==> src/common/smc_pkg.sv <==
`default_nettype none
package smc_pkg;

   // ****************************************
   // Sleep mode codes
   // ****************************************
   localparam logic [2:0] MODE_IDLE = 3'h0;
   localparam logic [2:0] MODE_NOISE = 3'h1;
   localparam logic [2:0] MODE_PDOWN = 3'h2;
   localparam logic [2:0] MODE_PSAVE = 3'h3;
   localparam logic [2:0] MODE_RSV4 = 3'h4;
   localparam logic [2:0] MODE_RSV5 = 3'h5;
   localparam logic [2:0] MODE_STBY = 3'h6;
   localparam logic [2:0] MODE_XSTBY = 3'h7;

   // ****************************************
   // Timing counts
   // ****************************************
   localparam int CLK_PERIOD_NS = 4;
   localparam int HALT_CYCLES = 4;
   localparam int STBY_WAKE_CYCLES = 6;
   localparam logic [7:0] HALT_CNT = 8'(HALT_CYCLES);
   localparam logic [7:0] STBY_CNT = 8'(STBY_WAKE_CYCLES);
   localparam int PRR_WIDTH = 8;
   localparam logic [7:0] PRR_RESET = 8'h00;

   // ****************************************
   // Gated peripheral positions in power reduction vector
   // ****************************************
   localparam int PR_ADC = 0;
   localparam int PR_SPI = 1;
   localparam int PR_TIM0 = 2;
   localparam int PR_TIM1 = 3;
   localparam int PR_TWI = 4;
   localparam int PR_USART = 5;
   localparam int PR_USB = 6;
   localparam int PR_TIM3 = 7;

   // Wake source bundle
   typedef struct packed {
      logic extLowIrq;     // any of the four low external lines
      logic extLevelIrq;   // sixth line, level sensitive
      logic extEdgeIrq;    // sixth line, edge event
      logic pinChangeIrq;
      logic twiAddrMatch;
      logic twiIrq;
      logic storeReadyIrq;
      logic convDoneIrq;
      logic wdtIrq;
      logic busPowerIrq;
      logic busWakeIrq;
      logic usbSyncIrq;
      logic otherIoIrq;
   } smc_wake_t;

   // Clock domain enables
   typedef struct packed {
      logic cpuClk;
      logic flashClk;
      logic ioClk;
      logic convClk;
      logic usbClk;
      logic mainOsc;
   } smc_clk_en_t;

endpackage
`default_nettype wire

==> src/core/smc_wake_decode.sv <==
`timescale 1ns/1ps
`default_nettype none
module smc_wake_decode (
   input wire logic mclk,
   input wire logic reset,
   input wire logic [2:0] mode,
   input wire smc_pkg::smc_wake_t src,
   output logic wake_q
);

   // ****************************************
   // Per-mode wake filter, registered
   // ****************************************
   logic wakeD;

   // Table of allowed sources per mode
   always_comb
   begin
      wakeD = 1'b0;
      case (mode)
         smc_pkg::MODE_IDLE:
            wakeD = |src;
         smc_pkg::MODE_NOISE:
            wakeD = src.convDoneIrq | src.wdtIrq | src.twiIrq | src.twiAddrMatch
                  | src.storeReadyIrq | src.extLevelIrq | src.extLowIrq
                  | src.pinChangeIrq | src.usbSyncIrq
                  | src.busPowerIrq | src.busWakeIrq;
         smc_pkg::MODE_PDOWN, smc_pkg::MODE_PSAVE,
         smc_pkg::MODE_STBY, smc_pkg::MODE_XSTBY:
            wakeD = src.twiAddrMatch | src.extLevelIrq | src.extLowIrq
                  | src.pinChangeIrq | src.wdtIrq
                  | src.busPowerIrq | src.busWakeIrq;
         default:
            wakeD = 1'b0;
      endcase
   end

   always_ff @(posedge mclk or posedge reset)
   begin
      if (reset)
         wake_q <= 1'b0;
      else
         wake_q <= wakeD;
   end

endmodule
`default_nettype wire

==> src/core/smc_sleep_ctrl.sv <==
`timescale 1ns/1ps
`default_nettype none
module smc_sleep_ctrl (
   input wire logic mclk,
   input wire logic reset,
   input wire logic sleepEnable,
   input wire logic [2:0] sleepModeSelect,
   input wire logic sleepInstr,
   input wire logic extCrystal,
   input wire logic [15:0] resetTimeoutCycles,
   input wire logic convEnabled,
   input wire logic wakeReset,
   input wire smc_pkg::smc_wake_t wakeSrc,
   input wire logic [7:0] powerReduction,
   output smc_pkg::smc_clk_en_t clkEn_q,
   output logic [7:0] periphClkEn_q,
   output logic [7:0] periphRegAccess_q,
   output logic coreHalt_q,
   output logic convStart_q,
   output logic irqAck_q,
   output logic resetVector_q,
   output logic asleep_q,
   output logic [2:0] activeMode_q
);

   // ****************************************
   // State machine
   // ****************************************
   typedef enum logic [3:0] {
      SMC_ACTIVE = 4'h1,
      SMC_SLEEP = 4'h2,
      SMC_START = 4'h4,
      SMC_HALT = 4'h8
   } smc_state_t;

   smc_state_t state_q, state_d;
   logic [15:0] cnt_q, cnt_d;
   logic [2:0] mode_q;
   logic wakeSeen;
   logic enterSleep;
   logic fromReset_q;
   logic [2:0] modeNow;

   // Decide whether a mode uses the power-down style wake delay
   function automatic logic isDeep(input logic [2:0] m);
      isDeep = (m == smc_pkg::MODE_PDOWN) || (m == smc_pkg::MODE_PSAVE);
   endfunction

   // Standby needs a crystal; without it we fall back to power-down
   function automatic logic isStandby(input logic [2:0] m, input logic xtal);
      isStandby = xtal && ((m == smc_pkg::MODE_STBY) || (m == smc_pkg::MODE_XSTBY));
   endfunction

   // Reserved codes act as no-ops
   function automatic logic isValid(input logic [2:0] m);
      isValid = (m != smc_pkg::MODE_RSV4) && (m != smc_pkg::MODE_RSV5);
   endfunction

   // Filtered wake indication for the latched mode
   smc_wake_decode uWake (
      .mclk(mclk),
      .reset(reset),
      .mode(modeNow),
      .src(wakeSrc),
      .wake_q(wakeSeen)
   );

   // Mode in force: the request while awake, the latched code once asleep
   // A stale code here could let a source of the old mode wake a deeper one
   assign modeNow = (state_q == SMC_ACTIVE) ? sleepModeSelect : mode_q;

   // Sleep only on enabled, valid request
   assign enterSleep = sleepInstr && sleepEnable && isValid(sleepModeSelect);

   // ****************************************
   // Next state and wait counter
   // ****************************************
   always_comb
   begin
      state_d = state_q;
      cnt_d = cnt_q;
      case (state_q)
         SMC_ACTIVE:
         begin
            if (enterSleep)
               state_d = SMC_SLEEP;
         end
         SMC_SLEEP:
         begin
            if (wakeSeen)
            begin
               state_d = SMC_START;
               if (isStandby(mode_q, extCrystal))
                  cnt_d = 16'(smc_pkg::STBY_CNT);
               else if (mode_q == smc_pkg::MODE_IDLE || mode_q == smc_pkg::MODE_NOISE)
                  cnt_d = 16'h0001;
               else
                  cnt_d = (resetTimeoutCycles == 16'h0000) ? 16'h0001
                        : resetTimeoutCycles;
            end
         end
         SMC_START:
         begin
            if (cnt_q <= 16'h0001)
            begin
               state_d = SMC_HALT;
               cnt_d = 16'(smc_pkg::HALT_CNT);
            end
            else
               cnt_d = cnt_q - 16'h0001;
         end
         SMC_HALT:
         begin
            if (cnt_q <= 16'h0001)
               state_d = SMC_ACTIVE;
            else
               cnt_d = cnt_q - 16'h0001;
         end
         default:
            state_d = SMC_ACTIVE;
      endcase
      if (wakeReset)
         state_d = SMC_ACTIVE;
   end

   // State register
   always_ff @(posedge mclk or posedge reset)
   begin
      if (reset)
      begin
         state_q <= SMC_ACTIVE;
         cnt_q <= 16'h0000;
      end
      else
      begin
         state_q <= state_d;
         cnt_q <= cnt_d;
      end
   end

   // Mode latched at sleep entry so later writes cannot change a running sleep
   always_ff @(posedge mclk or posedge reset)
   begin
      if (reset)
         mode_q <= smc_pkg::MODE_IDLE;
      else if (state_q == SMC_ACTIVE && enterSleep)
         mode_q <= sleepModeSelect;
   end

   // ****************************************
   // Clock domain enables
   // ****************************************
   always_ff @(posedge mclk or posedge reset)
   begin
      if (reset)
         clkEn_q <= '1;
      else if (state_d != SMC_SLEEP)
         clkEn_q <= '1;
      else
      begin
         clkEn_q.cpuClk <= 1'b0;
         clkEn_q.flashClk <= 1'b0;
         case (state_q == SMC_ACTIVE ? sleepModeSelect : mode_q)
            smc_pkg::MODE_IDLE:
            begin
               clkEn_q.ioClk <= 1'b1;
               clkEn_q.convClk <= 1'b1;
               clkEn_q.usbClk <= 1'b1;
               clkEn_q.mainOsc <= 1'b1;
            end
            smc_pkg::MODE_NOISE:
            begin
               clkEn_q.ioClk <= 1'b0;
               clkEn_q.convClk <= 1'b1;
               clkEn_q.usbClk <= 1'b1;
               clkEn_q.mainOsc <= 1'b1;
            end
            smc_pkg::MODE_STBY, smc_pkg::MODE_XSTBY:
            begin
               clkEn_q.ioClk <= 1'b0;
               clkEn_q.convClk <= 1'b0;
               clkEn_q.usbClk <= 1'b0;
               clkEn_q.mainOsc <= extCrystal;
            end
            default:
            begin
               clkEn_q.ioClk <= 1'b0;
               clkEn_q.convClk <= 1'b0;
               clkEn_q.usbClk <= 1'b0;
               clkEn_q.mainOsc <= 1'b0;
            end
         endcase
      end
   end

   // ****************************************
   // Per-peripheral gating
   // ****************************************
   // Gating follows the I/O clock; deeper modes already stop the I/O clock
   always_ff @(posedge mclk or posedge reset)
   begin
      if (reset)
      begin
         periphClkEn_q <= '1;
         periphRegAccess_q <= '1;
      end
      else
      begin
         periphClkEn_q <= ~powerReduction
                          & {8{state_d != SMC_SLEEP || modeNow == smc_pkg::MODE_IDLE}};
         periphRegAccess_q <= ~powerReduction;
      end
   end

   // ****************************************
   // Core side outputs
   // ****************************************
   // Core held while asleep, during start-up and the halt cycles
   always_ff @(posedge mclk or posedge reset)
   begin
      if (reset)
      begin
         coreHalt_q <= 1'b0;
         asleep_q <= 1'b0;
         activeMode_q <= smc_pkg::MODE_IDLE;
      end
      else
      begin
         coreHalt_q <= (state_d != SMC_ACTIVE);
         asleep_q <= (state_d == SMC_SLEEP);
         activeMode_q <= (state_q == SMC_ACTIVE) ? sleepModeSelect : mode_q;
      end
   end

   // One-cycle conversion start on entry to Idle or noise reduction
   always_ff @(posedge mclk or posedge reset)
   begin
      if (reset)
         convStart_q <= 1'b0;
      else
         convStart_q <= state_q == SMC_ACTIVE && enterSleep && convEnabled
                        && (sleepModeSelect == smc_pkg::MODE_IDLE
                        || sleepModeSelect == smc_pkg::MODE_NOISE);
   end

   // Handler request at release, or reset vector when woken by reset
   always_ff @(posedge mclk or posedge reset)
   begin
      if (reset)
      begin
         fromReset_q <= 1'b0;
         irqAck_q <= 1'b0;
         resetVector_q <= 1'b0;
      end
      else
      begin
         fromReset_q <= wakeReset && state_q != SMC_ACTIVE;
         irqAck_q <= state_q == SMC_HALT && state_d == SMC_ACTIVE && !wakeReset;
         resetVector_q <= wakeReset && state_q != SMC_ACTIVE && !fromReset_q;
      end
   end

endmodule
`default_nettype wire

==> config.mk <==
export PLATFORM = sky130hd
export DESIGN_NAME = smc_sleep_ctrl
export DESIGN_NICKNAME = d
export VERILOG_FILES = /design/src/common/smc_pkg.sv /design/src/core/smc_wake_decode.sv /design/src/core/smc_sleep_ctrl.sv
export SDC_FILE = /design/constraint.sdc
export NUM_CORES = 1
export LEC_CHECK = 0
export BUFFER_PORTS_ARGS = -buffer_cell sky130_fd_sc_hd__buf_2
export CAP_MARGIN = 15
export CORE_MARGIN = 10
export CORE_UTILIZATION = 40
export DETAILED_ROUTE_END_ITERATION = 10
export SLEW_MARGIN = 30
export SYNTH_ARGS = -nofsm -noshare
export SYNTH_HDL_FRONTEND = slang
export SYNTH_SLANG_ARGS = --single-unit
==> constraint.sdc <==
create_clock -name mclk -period 6.7 [get_ports mclk]
set_input_delay 1.34 -clock mclk [delete_from_list [all_inputs] [get_ports mclk]]
set_output_delay 1.34 -clock mclk [all_outputs]
set_load 0.05 [all_outputs]
# Word level (Yosys, flattened, before mapping)

Cells that the tools add are included.
W data, S select, Z words.

Register bits: 55
Bits of input ports: 47
Output and inout bits: 30
Word-level logic and storage cells: 104

$add $sub $neg: 1
Order comparisons: 1
Equality and inequality tests: 22
Muxes and demuxes: 17
Bitwise operators: 18
Reductions and logical operators: 26

Operator list:

| kind                    | number |
|---|---|
| $mux W16                | 6 |
| $pmux W16 S3            | 1 |
| $mux W4                 | 5 |
| $le A16 B1 Y1 const B   | 1 |
| $logic_not A16 Y1       | 1 |
| $or A1 B1 Y1            | 16 |
| $pmux W4 S4             | 1 |
| $sub A16 B1 Y16 const B | 1 |
| $reduce_or A13 Y1       | 1 |
| $eq A3 B3 Y1 const B    | 4 |
| $pmux W4 S3             | 1 |
| $logic_and A1 B1 Y1     | 11 |
| $eq A3 B1 Y1 const B    | 3 |
| $logic_not A3 Y1        | 3 |
| $and A8 B8 Y8           | 1 |
| $eq A4 B1 Y1 const B    | 2 |
| $eq A4 B2 Y1 const B    | 2 |
| $ne A4 B1 Y1 const B    | 2 |
| $not A8 Y8              | 1 |
| $eq A3 B2 Y1 const B    | 2 |
| $mux W6                 | 1 |
| $ne A3 B3 Y1 const B    | 2 |
| $eq A4 B3 Y1 const B    | 1 |
| $eq A4 B4 Y1 const B    | 1 |
| other kinds (11)        | 15 |

# Depth between registers and ports, before layout

Gate-level depths: netlist of the first run.

Word-level depth: 11
Gate-level depth with buffers: 9
Depth with buffers taken out: 7

# Hierarchy

From an unflattened synthesis of the first run, not the netlist that was laid out.

Cell total of the unflattened synthesis: 258
Area total of the unflattened synthesis: 2722.6 µm²

By module, submodules not included:

| module          | instances | cells each | area an instance (µm²) | sequential area each (µm²) |
|---|---|---|---|---|
| smc_sleep_ctrl  | 1         | 249        | 2633.8                 | 1327.5 |
| smc_wake_decode | 1         | 9          | 88.8                   | 25.0 |

# Worst setup path before layout of the first run

No wires, ideal clock.

Kind: input-to-reg
From: input port resetTimeoutCycles[3]
To: register cnt_q[6]
Setup time: 0.130 ns
Arrival time: 2.415 ns
Data required time: 6.570 ns
Setup slack: 4.155 ns
Stages: 6
Path buffers: 1
Path through: nor4_1 -> a41oi_1 -> and3_1 -> clkbuf_1 -> a22oi_1 -> o2bb2ai_1

Word-level cells in the longest chain between the ends: 6

RTL lines:

| what                 | line                  | RTL |
|---|---|---|
| start, declared      | smc_sleep_ctrl.sv:10  | `input wire logic [15:0] resetTimeoutCycles,` |
| $logic_not A16 Y1    | smc_sleep_ctrl.sv:98  | `cnt_d = (resetTimeoutCycles == 16'h0000) ? 16'h0001` |
| $mux W16             | smc_sleep_ctrl.sv:98  |  |
| $mux W16             | smc_sleep_ctrl.sv:95  | `else if (mode_q == smc_pkg::MODE_IDLE \|\| mode_q == smc_pkg::MODE_NOISE)` |
| $mux W16             | smc_sleep_ctrl.sv:93  | `if (isStandby(mode_q, extCrystal))` |
| $mux W16             | smc_sleep_ctrl.sv:90  | `if (wakeSeen)` |
| $pmux W16 S3         | smc_sleep_ctrl.sv:82  | `case (state_q)` |
| end signal, assigned | smc_sleep_ctrl.sv:137 | `cnt_q <= cnt_d;` |
| end, declared        | smc_sleep_ctrl.sv:37  | `logic [15:0] cnt_q, cnt_d;` |

No other way between the ends. The select of a mux whose other input is x is not followed.
A chain may end at the register's enable or synchronous reset.

# Final worst setup path of the first run

From: register cnt_q[6]
To: register cnt_q[1]

Word-level cells in the longest chain between the ends: 3
Elaborated cells between the ends (all ways): 5
Classes of those cells: order compare (1); eq/ne (1); mux (2); reduce/logical (1)

RTL lines:

| what                                                     | line |
|---|---|
| $le A16 B1 Y1 (*)                                        | smc_sleep_ctrl.sv:104, smc_sleep_ctrl.sv:114 |
| $mux W16 / $ne A2 B2 Y1 (equally long branches)          | -- |
| $pmux W16 S3 / $reduce_and A3 Y1 (equally long branches) | -- |

Mark *: on every way between the ends. The rest lies on a longest branch, timed or not.

==> results of run 1 <==
metal layers:
metal  vias to the layer above  routed length (microns)  GRT usage [%]
met1                      1096                     3206          18.13
li1                       1114                        -              -
met4                         0                       86          3.740
met2                        96                     2910          19.58
met5                         -                        0              0
met3                        10                      793          5.514
cells by family after synthesis:
| kind of cell | share of synthesized area [%] |
|---|---|
| compound gates | 21.62 |
| xor+xnor | 0.3284 |
| simple gates | 17.82 |
| buf+inv | 6.050 |
| mux | 2.533 |
| flops | 50.70 |
| fa+ha+maj | 0.9379 |
metrics by stage:
stage               hold slack [ns]  utilization, %
floorplan                    0.3777               -
global placement             0.3854           47.79
detailed placement           0.3886           47.79
CTS                          0.4028           49.23
global route                 0.4206           49.23
finish                       0.3980           49.23
area by class of cell:
class | instances | area [sq um]
clock buffers | 5 | 68.82
multi-input cells | 173 | 1154
inverters | 17 | 63.81
fillers | 634 | 3261
flip-flops and latches | 53 | 1353
clock inverters | 3 | 23.77
repair buffers | 79 | 402.9
well taps | 77 | 96.34
worst max-delay path: cells and delay by family (launching register included):
kind / cells / cell delay (ns)
compound gates: 2 / 0.83
flops: 1 / 0.46
simple gates: 2 / 1.15
mux: 1 / 0.28
sequential cells by signal, indices dropped and copies added, names as in the netlist, 3 cells and up:
register           cells
activeMode_q           3
clkEn_q                4
cnt_q                 16
mode_q                 3
periphClkEn_q          8
periphRegAccess_q      8
state_q                4
worst paths after layout:
path                             startpoint             to  slack, ns  cells past startpoint
min in group asynchronous             reset       cnt_q[6]       1.17                      3
max in group asynchronous             reset       cnt_q[1]       5.06                      3
worst max register to register     cnt_q[6]       cnt_q[1]       3.86                      5
worst min register to register  fromReset_q  resetVector_q       0.40                      1
worst max-delay path               cnt_q[6]       cnt_q[1]       3.86                      5
worst min-delay path            fromReset_q  resetVector_q       0.40                      1
power breakdown:
| part | switching (W) | leakage [nW] | internal, W |
|---|---|---|---|
| logic | 0.000157 | 0.759 | 0.0000856 |
| clock network | 0.000111 | 0.0491 | 0.0000760 |
| registers | 0.0000358 | 0.634 | 0.000364 |
layout by cell type (no fill, tap or decap), types with 4 or more instances in the layout:
cell type / count
nand3_1: 4
nor2_1: 24
inv_1: 16
and3_1: 4
dfstp_2: 21
nand2_1: 14
nor3_1: 15
a32oi_1: 5
a21oi_1: 4
o21ai_0: 4
mux2_2: 6
nor4_1: 8
o2bb2ai_1: 13
o22ai_1: 15
dfrtp_1: 32
a22oi_1: 8
buf_2: 76
clkbuf_8: 5
==> impl_metrics.yaml, run 1 <==
grt:
  grt-ovfl-total: 0
  antenna_found_initial: 0
  grt_use_total_pct: 13.53
  grt_start_max_net_pins: 54
  grt_pass1_wl_microns: 11430
  grt_pass1_vias: 2304
power:
  total_power_w: 0.0008295
  p_per_area_mw_per_mm2: 262.3
  p_leak_nw: 1.442
  peakVddDrop_uv: 99.37
floorplanning:
  dieArea_sq_mm: 0.01034
  pin_count: 77
  coreArea_sq_mm: 0.006422
  die_height_microns: 101.7
  die-width_microns: 101.7
  initial_utilization_pct: 41.54
  placementRows: 29
sta:
  max_freq_mhz: 352.6
  setup_tns_ns: 0
  timing.final.crit_share_pct: 42.33
  setup_ws_ns: 3.864
  hold_violations: 0
  slew_violations: 0
  rsz0062_at_grt: "false"
  fin_crit_ns: 2.836
  setup-violations-final: 0
  timing.slew.headroom_pct: 45.04
  skew_ns: 0.005612
  worst_pin_slew_ns: 0.8244
flow_run:
  cap_violations: 0
finish:
  n_antenna_cell: 0
  instances_no_fill: 407
  drive_above_1_share_pct: 37.58
  area_growth_pct: 18.53
  final_cell_area_sq_mm: 0.003162
  nets: 378
logic_synthesis:
  synth_flop_cell: "dfrtp_1"
  synth-async-reset-ratio_pct: 100.0
  yosysMostFrequentCell: "dfrtp_1"
  yosys.area.top_type_share_pct: 30.02
  yosysWarnings: 0
  syn-num-nets: 310
  synth_cell_type_count: 53
  ys_seq_elements: 53
  synth-seq-area-share_pct: 50.70
  yosys-top-cells-count: "dfrtp_1 (32), nor2_1 (24), dfstp_2 (21)"
  synth_area_leaders: "dfrtp_1 (30%), dfstp_2 (21%), o2bb2ai_1 (4.3%), o22ai_1 (3.5%), nor2_1 (3.4%)"
  synth_edf_count: 0
  netlist_area_sq_mm: 0.002668
  avgSynthCellArea_sq_um: 10.22
  yosysTopAreaCell: "dfrtp_1"
  syn_inst: 261
worst_setup_path:
  path_cells: "or4_1 > or3_1 > o31ai_4 > o22ai_1 > mux2_2"
  required_ns: 6.90
  path_class: "reg2reg"
  slowest_delay_ns: 0.68
  start_kind: "register"
  end_kind: "register"
  crit_arrival_ns: 3.04
  crit_path_max_fanout: 15
  critPathSlowestCell: "o31ai_4"
clock_tree:
  cts_tree: "done"
  hold_buffers: 0
  cts-root-buf: "clkbuf_8"
  htree_levels: 2
  clk_path_buf_depth: 2
  cts_sinks: 53
  clkTransAtPathRegs_ns: 0.10
  cts_resized: 0
  insertion_delay_ns: 0.31
  cts_buffers: 5
  cts_setup_buffers: 0
run_status:
  status: "completed"
detailed_routing:
  detail-route-antenna-nets: 0
  drc_errors: 0
  drtIter0Drc: 111
  via_count: 2316
  post_drt_via_cell_ratio: 5.690
  wl_per_cell_microns: 17.19
  routed_wl_microns: 6997
  dr.pass1.iters: 4
place:
  dp_cells: 399
  dp_worst_setup_slack_ns: 3.576
  placed_area_sq_mm: 0.003069
  port_buffers: 76
  hpwl_microns: 5219
  routabilityCongestion: 0.8047
min_path:
  hold_class: "reg2reg"
(Power assumes the default switching activity.)
==> inputs of run 2 (changes only) <==
==> constraint.sdc (replaced) <==
create_clock -name mclk -period 2.8 [get_ports mclk]
set_input_delay 0.56 -clock mclk [delete_from_list [all_inputs] [get_ports mclk]]
set_output_delay 0.56 -clock mclk [all_outputs]
set_load 0.05 [all_outputs]
==> impl_metrics.yaml, run 2 (synthesized netlist as in run 1, its figures left out) <==
finish:
  final_cell_mix: "buf_2 (76), dfrtp_1 (32), nor2_1 (24)"
  largest-register: "cnt_q"
  final_common_cell: "buf_2"
  seqCellArea_sq_mm: 0.001353
  nets: 387
  multiInputGateArea_sq_mm: 0.001154
  largestRegisters: "cnt_q x16, periphClkEn_q x8, periphRegAccess_q x8"
  drive_above_1_share_pct: 39.23
  fill_cells: 608
  largest_register_ffs: 16
  area_growth_pct: 21.11
  n_antenna_cell: 0
detailed_routing:
  post_drt_via_cell_ratio: 5.543
  drc_errors: 0
  drtIter0Drc: 154
  detail-route-antenna-nets: 0
  via_count: 2306
  wl_per_cell_microns: 17.26
  routed_wl_microns: 7180
  dr.pass1.iters: 4
flow_run:
  cap_violations: 0
power:
  p_per_area_mw_per_mm2: 626.2
  p_leak_nw: 1.479
  peakVddDrop_uv: 275.5
sta:
  setup_ws_ns: 0.3034
  timing.slew.headroom_pct: 42.97
  slew_violations: 0
  skew_ns: 0.009796
  holdWs_ns: 0.3607
  timing.final.crit_share_pct: 89.17
  rsz0062_at_grt: "false"
  max_freq_mhz: 400.5
  setup_tns_ns: 0
  hold_violations: 0
  worst_pin_slew_ns: 0.8542
  setup-violations-final: 0
  fin_crit_ns: 2.497
clock_tree:
  clkTransAtPathRegs_ns: 0.10
  htree_levels: 2
  hold_buffers: 0
  cts_resized: 0
  insertion_delay_ns: 0.31
  clk_path_buf_depth: 2
  cts-root-buf: "clkbuf_8"
  cts_buffers: 5
  cts_sinks: 53
  cts_setup_buffers: 0
  cts_tree: "done"
grt:
  grt_pass1_vias: 2295
  met2_usage_pct: 20.63
  grt_use_total_pct: 13.80
  met1_usage_pct: 18.71
  grt.met3_usage_pct: 4.425
  grt_pass1_wl_microns: 11560
  grt-busiest-layer: "met2"
  grt-ovfl-total: 0
  antenna_found_initial: 0
  grt_start_max_net_pins: 41
min_path:
  hold_class: "in2reg"
worst_setup_path:
  crit_path_max_fanout: 10
  crit_arrival_ns: 2.73
  required_ns: 3.03
  end_kind: "register"
  critPathSlowestCell: "or4b_2"
  start_kind: "register"
  path_cells: "or4b_2 > a2111oi_2 > o21a_1 > nor2_1"
  slowest_delay_ns: 0.75
  path_class: "reg2reg"
place:
  hpwl_microns: 5348
  port_buffers: 76
  routabilityCongestion: 0.8031
  dp_worst_setup_slack_ns: 0.2680
floorplanning:
  initial_utilization_pct: 41.54
  die_height_microns: 101.7
  coreArea_sq_mm: 0.006422
  dieArea_sq_mm: 0.01034
  placementRows: 29
  pin_count: 77
  die-width_microns: 101.7
run_status:
  status: "completed"
[run 2: cell types whose count changed in the layout (fill, tap and decap cells not counted), sizes merged]
cell	delta
buf	+9
clkinvlp	+1
inv	-1
[run 2: final cells by class]
type | count | area share, %
Clock buffer | 5 | 2.130
Clock inverter | 3 | 0.7746
Inverter | 17 | 1.975
Multi-Input combinational cell | 173 | 35.71
Sequential cell | 53 | 41.87
Tap cell | 77 | 2.982
Timing Repair Buffer | 88 | 14.56
[run 2: final timing paths]
path	from	endpoint	slack, ns	depth (start not counted)
max	state_q[0]	periphClkEn_q[5]	0.30	4
min	powerReduction[7]	periphRegAccess_q[7]	0.36	2
max reg2reg	state_q[0]	periphClkEn_q[5]	0.30	4
min reg2reg	fromReset_q	resetVector_q	0.40	1
max in group asynchronous	reset	periphRegAccess_q[2]	1.60	3
min in group asynchronous	reset	cnt_q[14]	0.41	2
[run 2: per-layer routing]
metal	part of all wire [%]	vias up
met5	0	-
li1	-	1121
met4	0.70	0
met1	45	1076
met2	43	105
met3	11	4
[run 2: through the flow]
stage               total power [W]  util (%)  std cells  instance area (sq um)
floorplan                  0.001420         -        261                   2668
CTS                        0.002040     50.30        416                   3231
global placement           0.001574     48.84        408                   3137
finish                     0.002023     50.30        416                   3231
global route               0.002152     50.30        416                   3231
detailed placement         0.001577     48.84        408                   3137
[run 2: power breakdown]
part	internal [W]	switching (W)	leakage, nW	total, W
clock	0.000181	0.000274	0.0447	0.000455
combinational	0.000229	0.000381	0.800	0.000610
sequential	0.000872	0.0000860	0.634	0.000958
[run 2: critical path, delay by kind of cell (launching register included)]
family             cells  cell delay (ns)
AOI/OAI and AO/OA      2             0.95
and+or+nand+nor        2             0.83
DFF                    1             0.62
